### config.mk
export PLATFORM = sky130hd
export DESIGN_NAME = sonet_tx_parallel_bus_out
export DESIGN_NICKNAME = d
export VERILOG_FILES = /design/src/common/sonet_txbus_pkg.sv /design/src/rtl/sonet_tx_parallel_bus_out.sv
export SDC_FILE = /design/constraint.sdc
export NUM_CORES = 1
export LEC_CHECK = 0
export ABC_AREA = 1
export ABC_CLOCK_PERIOD_IN_PS = 2350
export BUFFER_PORTS_ARGS = -buffer_cell sky130_fd_sc_hd__buf_4
export CAP_MARGIN = 20
export CELL_PAD_IN_SITES_DETAIL_PLACEMENT = 2
export CELL_PAD_IN_SITES_GLOBAL_PLACEMENT = 2
export CORE_UTILIZATION = 32
export CTS_BUF_LIST = sky130_fd_sc_hd__clkbuf_8
export DETAILED_ROUTE_END_ITERATION = 16
export PLACE_DENSITY = 0.71
export SLEW_MARGIN = 40
export SYNTH_ARGS = -nofsm -noshare
export SYNTH_HDL_FRONTEND = slang
export SYNTH_SLANG_ARGS = --single-unit
### constraint.sdc
create_clock -name clk_sys_i -period 2.35 [get_ports clk_sys_i]
set_input_delay 0.47 -clock clk_sys_i [delete_from_list [all_inputs] [get_ports clk_sys_i]]
set_output_delay 0.47 -clock clk_sys_i [all_outputs]
set_load 0.05 [all_outputs]
### src/common/sonet_txbus_pkg.sv
/*
  constants, register layout and carriers for the transmit parallel byte bus.
  assumes a 50 MHz system clock from which the 19.44 MHz bus clock is synthesised.
*/
package sonet_txbus_pkg;

  // register offsets on the byte-wide processor port
  localparam logic [15:0] TX_BUS_CTRL_ADDR = 16'h0137;
  localparam logic [15:0] TX_BUS_STAT_ADDR = 16'h0138;
  localparam logic [7:0] TX_BUS_CTRL_RESET = 8'h00;
  localparam logic [7:0] TX_BUS_STAT_RESET = 8'h00;

  // clock synthesis figures
  localparam longint unsigned SYS_CLK_HZ = 64'd50_000_000;
  localparam longint unsigned BUS_CLK_HZ = 64'd19_440_000;
  localparam int NCO_W = 24;
  localparam logic [NCO_W-1:0] NCO_INC = NCO_W'((BUS_CLK_HZ << NCO_W) / SYS_CLK_HZ);

  // buffer depth in front of the bus
  localparam int FIFO_DEPTH = 16;

  // device operating modes
  typedef enum logic [1:0] {
    MODE_SONET = 2'h0,
    MODE_ATM_UNI = 2'h1,
    MODE_PPP_STS3C = 2'h2
  } op_mode_e;

  // control register layout, msb first
  typedef struct packed {
    logic [1:0] spare;
    logic aps_role_req;
    logic bus_select;
    logic no_realign_mode;
    logic bus_enable;
    logic parity_cover_flags;
    logic parity_odd;
  } ctrl_s;

  // status register layout, msb first
  typedef struct packed {
    logic [1:0] spare;
    logic ais_pin_level;
    logic clock_pin_level;
    logic aps_role_active;
    logic underrun_seen;
    logic fifo_full;
    logic fifo_empty;
  } stat_s;

  // one byte slot of the outgoing stream with its qualifiers
  typedef struct packed {
    logic [7:0] data;
    logic payload;
    logic marker;
    logic ais;
  } bus_word_s;

endpackage : sonet_txbus_pkg

### src/rtl/sonet_tx_parallel_bus_out.sv
/*
  transmit parallel byte bus output: a stream buffer and the bus launcher.
  assumes a byte stream from framing logic on clk_sys_i, a byte-wide register
  port on the same clock, and a far end that samples on the falling bus edge.
*/
`timescale 1ns/1ps

module sonet_txbus_fifo #(
  parameter int WIDTH = 11,
  parameter int DEPTH = 16
) (
  // clock and reset
  input wire logic clk_sys_i,
  input wire logic rst_i,
  // filling side
  input wire logic in_valid_i,
  output logic in_ready_o,
  input wire logic [WIDTH-1:0] in_data_i,
  // draining side
  output logic out_valid_o,
  input wire logic out_ready_i,
  output logic [WIDTH-1:0] out_data_o,
  // levels
  output logic full_o,
  output logic empty_o
);

  localparam int AW = $clog2(DEPTH);

  // refuse depths the pointer arithmetic cannot wrap cleanly
  if (DEPTH < 2 || (1 << AW) != DEPTH)
  begin : g_bad_depth
    $error("fifo depth must be a power of two, at least 2");
  end

  logic [WIDTH-1:0] mem_q [DEPTH];
  logic [AW:0] wr_ptr_q;
  logic [AW:0] rd_ptr_q;
  logic push;
  logic pop;

  // extra pointer bit tells full from empty
  assign empty_o = (wr_ptr_q == rd_ptr_q);
  assign full_o = (wr_ptr_q[AW] != rd_ptr_q[AW]) && (wr_ptr_q[AW-1:0] == rd_ptr_q[AW-1:0]);
  assign in_ready_o = !full_o;
  assign out_valid_o = !empty_o;
  assign push = in_valid_i && !full_o;
  assign pop = out_ready_i && !empty_o;
  assign out_data_o = mem_q[rd_ptr_q[AW-1:0]];

  // storage is written only, never reset, to keep it plain flip-flops
  always_ff @(posedge clk_sys_i)
  begin
    if (push)
      mem_q[wr_ptr_q[AW-1:0]] <= in_data_i;
  end

  // write pointer
  always_ff @(posedge clk_sys_i)
  begin
    if (rst_i)
      wr_ptr_q <= '0;
    else if (push)
      wr_ptr_q <= wr_ptr_q + (AW+1)'(1);
  end

  // read pointer
  always_ff @(posedge clk_sys_i)
  begin
    if (rst_i)
      rd_ptr_q <= '0;
    else if (pop)
      rd_ptr_q <= rd_ptr_q + (AW+1)'(1);
  end

endmodule : sonet_txbus_fifo

module sonet_tx_parallel_bus_out #(
  parameter int DEPTH = sonet_txbus_pkg::FIFO_DEPTH
) (
  // clock and reset
  input wire logic clk_sys_i,
  input wire logic rst_i,
  // device operating mode
  input wire sonet_txbus_pkg::op_mode_e op_mode_i,
  // byte stream from framing logic
  input wire logic in_valid_i,
  output logic in_ready_o,
  input wire sonet_txbus_pkg::bus_word_s in_word_i,
  // register port
  input wire logic [15:0] cpu_addr_i,
  input wire logic cpu_wr_i,
  input wire logic cpu_rd_i,
  input wire logic [7:0] cpu_wdata_i,
  output logic [7:0] cpu_rdata_o,
  output logic cpu_ack_o,
  // bus clock pin, two-way
  input wire logic tx_bus_clock_i,
  output logic tx_bus_clock_o,
  output logic tx_bus_clock_oe_o,
  // alarm pin, two-way
  input wire logic tx_bus_ais_flag_i,
  output logic tx_bus_ais_flag_o,
  output logic tx_bus_ais_flag_oe_o,
  // bus outputs
  output logic [7:0] tx_bus_data_byte_o,
  output logic tx_bus_payload_flag_o,
  output logic tx_bus_phase_marker_o,
  output logic tx_bus_parity_out_o
);

  import sonet_txbus_pkg::*;

  localparam int WORD_W = $bits(bus_word_s);

  ctrl_s ctrl_q;
  stat_s stat_now;
  logic underrun_q;
  logic [NCO_W-1:0] nco_q;
  logic bus_clk_q;
  logic bus_rise;
  logic aps_role;
  logic launch;
  logic fifo_valid;
  logic fifo_full;
  logic fifo_empty;
  logic [WORD_W-1:0] fifo_data;
  bus_word_s head_word;
  bus_word_s next_word;
  logic [7:0] data_q;
  logic payload_q;
  logic marker_q;
  logic ais_q;
  logic parity_q;
  logic [1:0] clk_pin_sync_q;
  logic [1:0] ais_pin_sync_q;
  logic [7:0] rdata_q;
  logic ack_q;

  // parity over the byte, optionally with payload flag and marker
  function automatic logic parity_calc(input bus_word_s w, input ctrl_s c);
    logic p;
    p = ^w.data;
    if (c.parity_cover_flags)
    begin
      p = p ^ w.payload ^ w.marker;
    end
    if (c.parity_odd)
    begin
      p = !p;
    end
    return p;
  endfunction : parity_calc

  // stream buffer; it drains one byte per bus clock, so the source stalls
  sonet_txbus_fifo #(
    .WIDTH(WORD_W),
    .DEPTH(DEPTH)
  ) u_fifo (
    .clk_sys_i(clk_sys_i),
    .rst_i(rst_i),
    .in_valid_i(in_valid_i),
    .in_ready_o(in_ready_o),
    .in_data_i(in_word_i),
    .out_valid_o(fifo_valid),
    .out_ready_i(launch),
    .out_data_o(fifo_data),
    .full_o(fifo_full),
    .empty_o(fifo_empty)
  );

  assign head_word = bus_word_s'(fifo_data);

  // phase accumulator; high time jitters by one system cycle
  always_ff @(posedge clk_sys_i)
  begin
    if (rst_i)
      nco_q <= '0;
    else
      nco_q <= nco_q + NCO_INC;
  end

  // bus clock follows the accumulator msb, one cycle late
  always_ff @(posedge clk_sys_i)
  begin
    if (rst_i)
      bus_clk_q <= 1'b0;
    else
      bus_clk_q <= nco_q[NCO_W-1];
  end

  // outputs load in the same cycle the clock pin goes high
  assign bus_rise = nco_q[NCO_W-1] && !bus_clk_q;

  // aps roles only in atm or ppp mode
  assign aps_role = ctrl_q.aps_role_req && (op_mode_i == MODE_ATM_UNI || op_mode_i == MODE_PPP_STS3C);

  assign launch = bus_rise && ctrl_q.bus_enable && !aps_role;

  // idle slot when the buffer runs dry: overhead flag, no marks
  always_comb
  begin
    next_word = '0;
    if (fifo_valid)
    begin
      next_word = head_word;
    end
    next_word.marker = next_word.marker && ctrl_q.no_realign_mode;
    next_word.ais = next_word.ais && ctrl_q.no_realign_mode;
  end

  // byte and payload flag launched together
  always_ff @(posedge clk_sys_i)
  begin
    if (rst_i)
    begin
      data_q <= 8'h00;
      payload_q <= 1'b0;
    end
    else if (bus_rise)
    begin
      data_q <= launch ? next_word.data : 8'h00;
      payload_q <= launch && next_word.payload;
    end
  end

  // one slot per byte keeps the marker to one period
  always_ff @(posedge clk_sys_i)
  begin
    if (rst_i)
      marker_q <= 1'b0;
    else if (bus_rise)
      // marker paired with the byte it marks
      marker_q <= launch && next_word.marker;
  end

  // alarm coincident with each byte of an alarmed path
  always_ff @(posedge clk_sys_i)
  begin
    if (rst_i)
      ais_q <= 1'b0;
    else if (bus_rise)
      ais_q <= launch && next_word.ais;
  end

  // parity, held low unless this bus carries the data
  always_ff @(posedge clk_sys_i)
  begin
    if (rst_i)
      parity_q <= 1'b0;
    else if (bus_rise)
      parity_q <= launch && ctrl_q.bus_select && parity_calc(next_word, ctrl_q);
  end

  // pin drivers; in aps role the two-way pins are released
  assign tx_bus_clock_o = bus_clk_q;
  assign tx_bus_clock_oe_o = !aps_role;
  assign tx_bus_ais_flag_o = ais_q;
  assign tx_bus_ais_flag_oe_o = !aps_role;
  assign tx_bus_data_byte_o = data_q;
  assign tx_bus_payload_flag_o = payload_q;
  assign tx_bus_phase_marker_o = marker_q;
  assign tx_bus_parity_out_o = parity_q;

  // pin levels pass two flops before the status register sees them
  always_ff @(posedge clk_sys_i)
  begin
    if (rst_i)
    begin
      clk_pin_sync_q <= 2'b00;
      ais_pin_sync_q <= 2'b00;
    end
    else
    begin
      clk_pin_sync_q <= {clk_pin_sync_q[0], tx_bus_clock_i};
      ais_pin_sync_q <= {ais_pin_sync_q[0], tx_bus_ais_flag_i};
    end
  end

  always_ff @(posedge clk_sys_i)
  begin
    if (rst_i)
      ctrl_q <= ctrl_s'(TX_BUS_CTRL_RESET);
    else if (cpu_wr_i && cpu_addr_i == TX_BUS_CTRL_ADDR)
      ctrl_q <= ctrl_s'(cpu_wdata_i);
  end

  // underrun is sticky; a new underrun wins over a write-one clear
  always_ff @(posedge clk_sys_i)
  begin
    if (rst_i)
      underrun_q <= 1'b0;
    else if (launch && !fifo_valid)
      underrun_q <= 1'b1;
    else if (cpu_wr_i && cpu_addr_i == TX_BUS_STAT_ADDR && cpu_wdata_i[2])
      underrun_q <= 1'b0;
  end

  // live status view
  always_comb
  begin
    stat_now = stat_s'(TX_BUS_STAT_RESET);
    stat_now.fifo_empty = fifo_empty;
    stat_now.fifo_full = fifo_full;
    stat_now.underrun_seen = underrun_q;
    stat_now.aps_role_active = aps_role;
    stat_now.clock_pin_level = clk_pin_sync_q[1];
    stat_now.ais_pin_level = ais_pin_sync_q[1];
  end

  // read data registered; unmapped offsets read zero
  always_ff @(posedge clk_sys_i)
  begin
    if (rst_i)
    begin
      rdata_q <= 8'h00;
      ack_q <= 1'b0;
    end
    else
    begin
      ack_q <= cpu_wr_i || cpu_rd_i;
      if (cpu_rd_i)
      begin
        unique case (cpu_addr_i)
          TX_BUS_CTRL_ADDR: rdata_q <= ctrl_q;
          TX_BUS_STAT_ADDR: rdata_q <= stat_now;
          default: rdata_q <= 8'h00;
        endcase
      end
    end
  end

  assign cpu_rdata_o = rdata_q;
  assign cpu_ack_o = ack_q;

endmodule : sonet_tx_parallel_bus_out

==> impl_metrics.env, run 1 <==
export IMPL_status="complete, no violations"
export IMPL_seq_area_frac_synth=0.644
export IMPL_post_synth_xor_area_fraction=0.00502
export IMPL_layout_cells_most_common="nand2_1"
export IMPL_n_antenna_cell=0
export IMPL_cts_num_sinks=249
export IMPL_synth_cell_types=39
export IMPL_p_per_area_nw_per_um2=706
export IMPL_overflow=0
export IMPL_vdd_ir_drop_max_mv=0.314
export IMPL_die_area_sq_um=33500
export IMPL_p_leak_uw=0.00519
export IMPL_drcViolationCount=0
export IMPL_yosys_area_share_simple=0.199
export IMPL_max_freq_mhz=442
export IMPL_ys_ff_latch=249
export IMPL_cts_tree="done"
export IMPL_finalHoldViolations=0
export IMPL_portBuffers=68
export IMPL_hpwlAfterDp_mm=21.8
export IMPL_io_pins=69
export IMPL_crit_arrival_ps=2670
export IMPL_synth_fa_ha_area_frac=0.00717
export IMPL_rsz0062_at_grt="yes"
export IMPL_worstHoldPathType="in2reg"
export IMPL_worstMarginPinSlew_ps=535
export IMPL_syn_nets=1126
export IMPL_fin_crit_ps=2260
export IMPL_finalSetupViolations=0
export IMPL_drive_above_1_share=0.167
export IMPL_fin_skew_ps=25.2
export IMPL_mostFrequentLayoutCells="nand2_1, edfxtp_1, inv_1"
export IMPL_endpoint_kind="flip-flop"
export IMPL_avgSynthCellArea_sq_um=9.73
export IMPL_finalPower_uw=9070
export IMPL_wirelength_mm=33.5
export IMPL_n_fill_cell=3454
export IMPL_synth_top_family_by_area="simple AND/OR/NAND/NOR gates"
export IMPL_drtIter0Drc=460
export IMPL_core_area_sq_um=31900
export IMPL_synth_mux_area_fraction=0
export IMPL_dieWidth_microns=183
export IMPL_insertion_delay_ps=560
export IMPL_syn_inst=1076
export IMPL_firstDrtPassIters=7
export IMPL_slew_headroom=0.640
export IMPL_cts_buffers_inserted=45
export IMPL_grt_pass1_vias=8956
export IMPL_cpPeakStageDelay_ps=430
export IMPL_synth_ff_type="edfxtp_1"
export IMPL_nets=1242
export IMPL_critPathMaxFanout=16
export IMPL_initial_utilization=0.329
export IMPL_clk_pin_slew_ps=50
export IMPL_h_tree_depth=2
export IMPL_cp_common_cell="nand2_1"
export IMPL_dpl_cell_count=1574
export IMPL_rows=65
export IMPL_die_h_microns=183
export IMPL_synthToLayoutAreaGrowth_pct=22.6
export IMPL_grt_max_degree=64
export IMPL_drtAntennaViolNets=0
export IMPL_gp_congestion=0.723
export IMPL_antenna_found_initial=1
export IMPL_synth_area_sq_um=10500
export IMPL_cts_root_buffer="clkbuf_8"
export IMPL_slew_violations=0
export IMPL_async_flop_share=0
export IMPL_fin_crit_sh=0.962
export IMPL_path_cells="buf_4 > clkbuf_16 > nand2_1 > nand2_1 > nand2_1 > nand3_1 > nand3_1 > nand2_2 > nand2_1 > nor2_1 > nor2_2 > nand2_1 > nand2_1 > nand2_1 > nand2_1 > nand2_1 > nand2_1 > nand2_1 > a21oi_2"
export IMPL_wl_per_cell_microns=20.1
export IMPL_crit_path_top_delay_cell="dfxtp_4"
export IMPL_synth_warnings=0
export IMPL_synth_edff_count=176
export IMPL_required_ps=2750
export IMPL_vias_per_cell=4.87
export IMPL_critical_path_class="reg2reg"
export IMPL_grt_pass1_wl_mm=50.8
export IMPL_cp_start_kind="flip-flop"
export IMPL_final_cell_count_no_fill=1663
export IMPL_grt_total_usage=0.200
export IMPL_synth_compound_area_share=0.0784
export IMPL_vias=8106
export IMPL_drv_cap=0
export IMPL_cts_buffer_depth=3
## cells in the mapped netlist (2+ instances only)
cell type | number | share of area
a21oi_1 | 49 | 0.023
a31oi_1 | 2 | 0.0012
and3_1 | 2 | 0.0012
buf_1 | 2 | 0.00072
buf_2 | 16 | 0.0076
buf_4 | 6 | 0.0043
buf_6 | 6 | 0.0065
clkbuf_1 | 17 | 0.0061
dfxtp_1 | 73 | 0.14
edfxtp_1 | 176 | 0.50
ha_1 | 6 | 0.0072
inv_1 | 104 | 0.037
inv_2 | 4 | 0.0014
nand2_1 | 252 | 0.090
nand3_1 | 102 | 0.049
nand4_1 | 5 | 0.0030
nor2_1 | 129 | 0.046
nor3_1 | 4 | 0.0019
nor4_1 | 3 | 0.0018
o211ai_1 | 10 | 0.0072
o21ai_0 | 74 | 0.035
o21ai_1 | 9 | 0.0043
o221ai_1 | 3 | 0.0025
o22ai_1 | 2 | 0.0012
xor2_1 | 6 | 0.0050
## stage by stage
stage | TNS [ps] | utilization | hold slack, ps | worst slack [ps] | instance area (sq um)
after floorplan | 0 | - | 388 | 4.18 | 10500
after global placement | 0 | 0.371 | 392 | 193 | 11800
after detailed placement | 0 | 0.371 | 405 | 41.2 | 11800
after CTS | 0 | 0.397 | 163 | 8.20 | 12700
after global routing | -82.3 | 0.403 | 178 | -82.3 | 12800
final | 0 | 0.403 | 192 | 89.3 | 12800
## cells by family after synthesis
family	count (synthesis)
xor gates and xnor gates	6
DFF	249
and+or+nand+nor	504
buffers and inverters	158
adders and majority gates	6
AOI/OAI and AO/OA	153
## routing by layer
layer / share of wire / routed length [microns] / up-vias / global-route usage
met5: 0.00036 / 12 / - / 0
met4: 0.018 / 604 / 2 / 0.0570
met3: 0.040 / 1320 / 49 / 0.0290
met2: 0.51 / 17100 / 144 / 0.356
met1: 0.43 / 14400 / 4075 / 0.252
li1: - / - / 3836 / -
## critical path, delay by kind of cell, from the launching register on
kind	cells	cell delay, ps
AND/OR/NAND/NOR	16	1300
flip-flops	1	430
buffers and inverters	2	350
AO/OA/AOI/OAI	1	50
## what timing repair did
action / in CTS / in global routing
setup endpoints to repair: 0 / 160
hold buffers: 0 / 0
buffers inserted: 0 / 3
resized for setup: 0 / 32
## area by class of cell
class,instances,area (sq um),area share
Clock buffer,49,674,0.0525
Clock inverter,34,138,0.0107
Inverter,110,420,0.0327
Multi-Input combinational cell,669,3090,0.240
Sequential cell,249,6760,0.526
Tap cell,435,544,0.0424
Timing Repair Buffer,117,1220,0.0954
## power by group
group / internal (uW) / switching (uW) / leakage (uW) / total [uW]
clock: 1910 / 1790 / 0.000509 / 3700
combinational: 178 / 351 / 0.00249 / 529
sequential: 4780 / 49.5 / 0.00219 / 4830
## state kept, by name (all words and copies together), names as in the netlist, 2 cells and up, named ones only
name / count
ais_pin_sync_q: 2
clk_pin_sync_q: 2
cpu_rdata_o: 8
ctrl_q: 8
nco_q: 24
tx_bus_data_byte_o: 8
u_fifo.mem_q: 176
u_fifo.rd_ptr_q: 5
u_fifo.wr_ptr_q: 5
## worst paths after layout
| check | cells after the start | end | slack, ps | start |
|---|---|---|---|---|
| worst max-delay path | 19 | tx_bus_parity_out_o | 90 | flip-flop |
| worst min-delay path | 3 | clk_pin_sync_q[0] | 190 | tx_bus_clock_i |
| worst max register to register | 19 | tx_bus_parity_out_o | 90 | flip-flop |
| worst min register to register | 2 | clk_pin_sync_q[1] | 400 | clk_pin_sync_q[0] |
Note: power is estimated with default switching activity, not from simulation.
==> run 2, diff against run 1 <==
Settings changed: PLACE_DENSITY 0.71 to 0.73.
==> impl_metrics.env, run 2 (synthesis results as in run 1) <==
export IMPL_drcViolationCount=0
export IMPL_cts_tree="done"
export IMPL_cp_start_kind="flip-flop"
export IMPL_seq_power_share=0.540
export IMPL_crit_family="flip-flops"
export IMPL_vias_per_cell=4.89
export IMPL_grt_pass1_wl_mm=50.3
export IMPL_n_fill_cell=3498
export IMPL_seqCellArea_sq_um=6750
export IMPL_portBuffers=68
export IMPL_gp_congestion=0.730
export IMPL_die_h_microns=183
export IMPL_path_cells="xor2_1 > nor2_1 > nand2_1 > inv_1 > nand2_1 > buf_4"
export IMPL_cp_common_cell="nand2_1"
export IMPL_endpoint_kind="output pin"
export IMPL_pwr_share_comb=0.059
export IMPL_mostFrequentLayoutCells="nand2_1, edfxtp_1, inv_1"
export IMPL_slew_violations=0
export IMPL_setup_slack_ps=115
export IMPL_final_cell_count_no_fill=1658
export IMPL_cts_buffer_depth=3
export IMPL_layout_cells_most_common="nand2_1"
export IMPL_whs_endpoint="clk_pin_sync_q[0]"
export IMPL_largest_reg_flops=176
export IMPL_clk_pin_slew_ps=60
export IMPL_path_buf_inv=2
export IMPL_slew_headroom=0.630
export IMPL_status="complete, no violations"
export IMPL_rows=65
export IMPL_required_ps=1880
export IMPL_drv_cap=0
export IMPL_cts_buffers_inserted=45
export IMPL_drtAntennaViolNets=0
export IMPL_die_area_sq_um=33500
export IMPL_r2r_end="tx_bus_parity_out_o"
export IMPL_p_int_uw=6770
export IMPL_overflow=0
export IMPL_finalSetupViolations=0
export IMPL_switching_power_uw=2180
export IMPL_nets=1241
export IMPL_sw_frac_of_total=0.244
export IMPL_grt_pass1_vias=8998
export IMPL_fin_skew_ps=16.2
export IMPL_drtIter0Drc=473
export IMPL_cts_num_sinks=249
export IMPL_insertion_delay_ps=560
export IMPL_core_area_sq_um=31900
export IMPL_worstHoldPathType="in2reg"
export IMPL_h_tree_depth=2
export IMPL_drive_above_1_share=0.163
export IMPL_fin_crit_sh=0.951
export IMPL_cts_root_buffer="clkbuf_8"
export IMPL_n_antenna_cell=0
export IMPL_hold_buffers=0
export IMPL_critPathMaxFanout=6
export IMPL_fin_util=0.401
export IMPL_rsz0062_at_grt="yes"
export IMPL_critical_path_class="reg2out"
export IMPL_p_per_area_nw_per_um2=699
export IMPL_p_leak_uw=0.00514
export IMPL_vias=8100
export IMPL_dieWidth_microns=183
export IMPL_holdWs_ps=158
export IMPL_pre_cts_ws_ps=44.1
export IMPL_multiInputGateArea_sq_um=3090
export IMPL_worstMarginPinSlew_ps=550
export IMPL_wl_per_cell_microns=19.9
export IMPL_vdd_ir_drop_max_mv=0.384
export IMPL_fin_crit_ps=2240
export IMPL_crit_arrival_ps=1770
export IMPL_rrSetupSlack_ps=130
export IMPL_pwr_share_clk=0.401
export IMPL_hold_path_depth=3
export IMPL_reg2regPathDepth=16
export IMPL_firstDrtPassIters=4
export IMPL_fin_tns_setup_ps=0
export IMPL_grt_total_usage=0.197
export IMPL_cpPeakStageDelay_ps=420
export IMPL_initial_utilization=0.329
export IMPL_wirelength_mm=32.9
export IMPL_grt_max_degree=61
export IMPL_antenna_found_initial=0
export IMPL_max_freq_mhz=447
export IMPL_hpwlAfterDp_mm=20.7
export IMPL_min_delay_start="tx_bus_clock_i"
export IMPL_dpl_cell_count=1575
export IMPL_crit_path_top_delay_cell="dfxtp_1"
export IMPL_synthToLayoutAreaGrowth_pct=22.2
export IMPL_finalHoldViolations=0
export IMPL_io_pins=69
-- run 2: cell types whose count changed in the layout (fill, tap and decap cells not counted), sizes merged --
cell    previous run  this run
inv              136       131
clkinv             6        10
clkbuf            52        49
buf              114       113
-- run 2: layer usage --
layer | vias to the layer above | global-route usage | wire, microns
met2 | 141 | 0.353 | 16900
met3 | 46 | 0.0292 | 1580
met4 | 0 | 0.0497 | 515
met5 | - | 0 | 0
met1 | 4089 | 0.247 | 14000
li1 | 3824 | - | -
-- run 2: power groups by stage --
stage | Clock [uW] | Sequential (uW) | Combinational (uW)
4_1_cts | 3680 | 4830 | 535
5_1_grt | 3890 | 4840 | 591
2_1_floorplan | 0 | 4940 | 254
3_3_place_gp | 0 | 4920 | 505
3_5_place_dp | 0 | 4920 | 530
6_report | 3590 | 4830 | 531
-- run 2: stage by stage --
step           area (sq um)  total power [uW]
5_1_grt               12800              9320
3_3_place_gp          11800              5420
3_5_place_dp          11800              5450
2_1_floorplan         10500              5200
4_1_cts               12600              9050
6_report              12800              8950
-- run 2: repair_timing --
item | CTS | global route
setup buffers | 0 | 1
gates resized for setup | 0 | 35
endpoints found under the setup margin | 0 | 131
-- run 2: worst reg2reg max path, cell delays in order (launching register included) --
cell and delay [ps]:
dfxtp_4 450, buf_4 150, clkbuf_16 170, o21ai_0 110
o211ai_1 210, nand3_1 180, nand2_2 150, nand2_1 60
nand2_1 60, nand3_1 130, inv_1 90, nand2_1 70
nand2_1 60, nand2_1 50, nand2_1 50, nand2_1 60
a21oi_2 110
-- run 2: area by class of cell --
| cell class | instances | area share |
|---|---|---|
| Sequential cell | 249 | 0.528 |
| Multi-Input combinational cell | 669 | 0.241 |
| Timing Repair Buffer | 116 | 0.0954 |
| Clock inverter | 33 | 0.0106 |
| Inverter | 110 | 0.0329 |
| Clock buffer | 46 | 0.0495 |
| Tap cell | 435 | 0.0425 |
-- run 2: worst max path at each step --
stage / slack (ps) / from / to / depth (start not counted)
after global routing: -60 / flip-flop / tx_bus_parity_out_o / 16
after floorplan: 4 / u_fifo.wr_ptr_q[2] / u_fifo.mem_q[3][0] / 9
after CTS: 10 / flip-flop / tx_bus_parity_out_o / 17
after detailed placement: 40 / flip-flop / tx_bus_parity_out_o / 17
after global placement: 140 / flip-flop / tx_bus_parity_out_o / 16
final: 110 / u_fifo.wr_ptr_q[2] / in_ready_o / 6
==> run 3, diff against run 2 <==
Settings changed: SYNTH_HIERARCHICAL set to 1.
==> impl_metrics.env, run 3 <==
export IMPL_worstMarginPinSlew_ps=554
export IMPL_insertion_delay_ps=570
export IMPL_pwr_share_comb=0.063
export IMPL_core_area_sq_um=33500
export IMPL_finalSetupViolations=0
export IMPL_antenna_found_initial=1
export IMPL_post_dp_cell_area_sq_um=12100
export IMPL_cts_buffer_depth=3
export IMPL_synth_warnings=6
export IMPL_reg2regPathDepth=17
export IMPL_max_freq_mhz=452
export IMPL_pwr_share_clk=0.424
export IMPL_die_h_microns=186
export IMPL_critPathMaxFanout=7
export IMPL_cp_start_kind="flip-flop"
export IMPL_fin_skew_ps=32.3
export IMPL_drcViolationCount=0
export IMPL_seq_power_share=0.513
export IMPL_min_delay_start="tx_bus_ais_flag_i"
export IMPL_rrSetupSlack_ps=140
export IMPL_crit_arrival_ps=1740
export IMPL_cts_root_buffer="clkbuf_8"
export IMPL_p_per_area_nw_per_um2=710
export IMPL_switching_power_uw=2330
export IMPL_critical_path_class="reg2out"
export IMPL_cts_buffers_inserted=46
export IMPL_r2r_end="tx_bus_parity_out_o"
export IMPL_rows=67
export IMPL_gp_congestion=0.764
export IMPL_endpoint="in_ready_o"
export IMPL_hpwlAfterDp_mm=21.6
export IMPL_p_leak_uw=0.00517
export IMPL_wl_per_cell_microns=19.2
export IMPL_synth_top_area_frac=0.486
export IMPL_synth_top_area_cell="edfxtp_1"
export IMPL_overflow=0
export IMPL_finalHoldViolations=0
export IMPL_synth_area_sq_um=10900
export IMPL_sw_frac_of_total=0.247
export IMPL_grt_pass1_vias=9497
export IMPL_fin_crit_sh=0.941
export IMPL_seqCellArea_sq_um=6770
export IMPL_n_fill_cell=3650
export IMPL_h_tree_depth=2
export IMPL_hold_buffers=0
export IMPL_drv_cap=0
export IMPL_ys_ff_latch=249
export IMPL_yosysMostFrequentCell="nand2_1"
export IMPL_syn_nets=1160
export IMPL_fin_util=0.396
export IMPL_async_flop_share=0
export IMPL_wirelength_mm=32.9
export IMPL_slew_headroom=0.630
export IMPL_layout_cells_most_common="edfxtp_1"
export IMPL_synth_common_cells="nand2_1, edfxtp_1, inv_1"
export IMPL_io_pins=69
export IMPL_dieWidth_microns=186
export IMPL_synth_ff_type="edfxtp_1"
export IMPL_vias_per_cell=4.90
export IMPL_rsz0062_at_grt="yes"
export IMPL_syn_inst=1110
export IMPL_startpoint="u_fifo/wr_ptr_q[0]"
export IMPL_cts_num_sinks=249
export IMPL_nets=1276
export IMPL_grt_total_usage=0.189
export IMPL_synth_area_leaders="edfxtp_1, dfxtp_1, nand2_1"
export IMPL_n_antenna_cell=0
export IMPL_multiInputGateArea_sq_um=3420
export IMPL_vdd_ir_drop_max_mv=0.306
export IMPL_vias=8380
export IMPL_grt_max_degree=37
export IMPL_p_int_uw=7100
export IMPL_holdWs_ps=116
export IMPL_mostFrequentLayoutCells="edfxtp_1, nand2_1, inv_1"
export IMPL_design_area_sq_um=13300
export IMPL_synth_edff_count=176
export IMPL_status="complete, no violations"
export IMPL_finalPower_uw=9430
export IMPL_fin_crit_ps=2210
export IMPL_clk_pin_slew_ps=60
export IMPL_required_ps=1880
export IMPL_portBuffers=68
export IMPL_cts_tree="done"
export IMPL_slew_violations=0
export IMPL_grt_pass1_wl_mm=51.7
export IMPL_die_area_sq_um=34700
export IMPL_drtIter0Drc=320
export IMPL_seq_area_frac_synth=0.620
export IMPL_synthToLayoutAreaGrowth_pct=22.1
export IMPL_endpoint_kind="output pin"
export IMPL_fin_tns_setup_ps=0
export IMPL_drive_above_1_share=0.217
export IMPL_drtAntennaViolNets=0
export IMPL_largest_reg_flops=176
export IMPL_firstDrtPassIters=5
export IMPL_initial_utilization=0.324
export IMPL_avgSynthCellArea_sq_um=9.80
export IMPL_worstHoldPathType="in2reg"
export IMPL_synth_cell_types=40
==> run 3: cell count changes in the layout (fill, tap and decap cells not counted), moves of 15 or more <==
cell | before | now
nor2_1 | 121 | 83
nand2_1 | 243 | 172
o21ai_0 | 71 | 56
a21oi_1 | 49 | 83
inv_1 | 126 | 162
o211ai_1 | 10 | 44
==> run 3: worst min-delay path by stage <==
stage | slack (ps) | end | cells past startpoint
floorplan | 390 | ais_pin_sync_q[1] | 2
global placement | 400 | ais_pin_sync_q[1] | 2
detailed placement | 410 | ais_pin_sync_q[1] | 2
CTS | 80 | ais_pin_sync_q[0] | 3
global route | 100 | ais_pin_sync_q[0] | 3
finish | 120 | ais_pin_sync_q[0] | 3
==> run 3: through the flow <==
step / cells / worst slack [ps]
6_report: 1711 / 138
5_1_grt: 1711 / -111
4_1_cts: 1706 / 40.6
3_5_place_dp: 1618 / 38.4
3_3_place_gp: 1618 / 131
2_1_floorplan: 1110 / 372
==> run 3: routing by layer <==
metal / vias to the layer above / track usage / share of wire
li1: 3981 / - / -
met1: 4195 / 0.232 / 0.43
met2: 148 / 0.342 / 0.51
met3: 56 / 0.0286 / 0.037
met4: 0 / 0.0544 / 0.025
met5: - / 0 / 0
==> run 3: critical path, stage by stage (launching register included) <==
cell	delay, ps
dfxtp_4	380
inv_2	60
nand2_1	60
nand2_1	80
nor2_4	180
nand3_4	100
buf_4	170
buf_6	150
==> run 3: power by group through the flow <==
| stage | clock (uW) | combinational [uW] | sequential (uW) |
|---|---|---|---|
| 6_report | 4000 | 593 | 4840 |
| 2_1_floorplan | 0 | 317 | 4940 |
| 3_3_place_gp | 0 | 551 | 4920 |
| 4_1_cts | 4140 | 587 | 4840 |
| 5_1_grt | 4340 | 669 | 4840 |
| 3_5_place_dp | 0 | 577 | 4930 |
==> run 3: logic make-up after synthesis <==
kind of cell,share of synthesized area
simple gates,0.175
flops,0.620
compound gates,0.115
buf+inv,0.0822
fa+ha+maj,0.00690
xor+xnor,0.000805
==> run 3: cell type report <==
class                   instances  area share
multi-input cells             649       0.257
clock buffers                  48      0.0497
repair buffers                119      0.0797
well taps                     448      0.0422
inverters                     161      0.0456
flip-flops and latches        249       0.509
clock inverters                37      0.0161
==> run 3: timing repair <==
item / CTS / global route
setup endpoints to repair: 2 / 2
pin swaps: 1 / 22
gates cloned: 0 / 1
endpoints found under the hold margin: 0 / 0
setup buffers: 3 / 4
gates resized for setup: 6 / 62
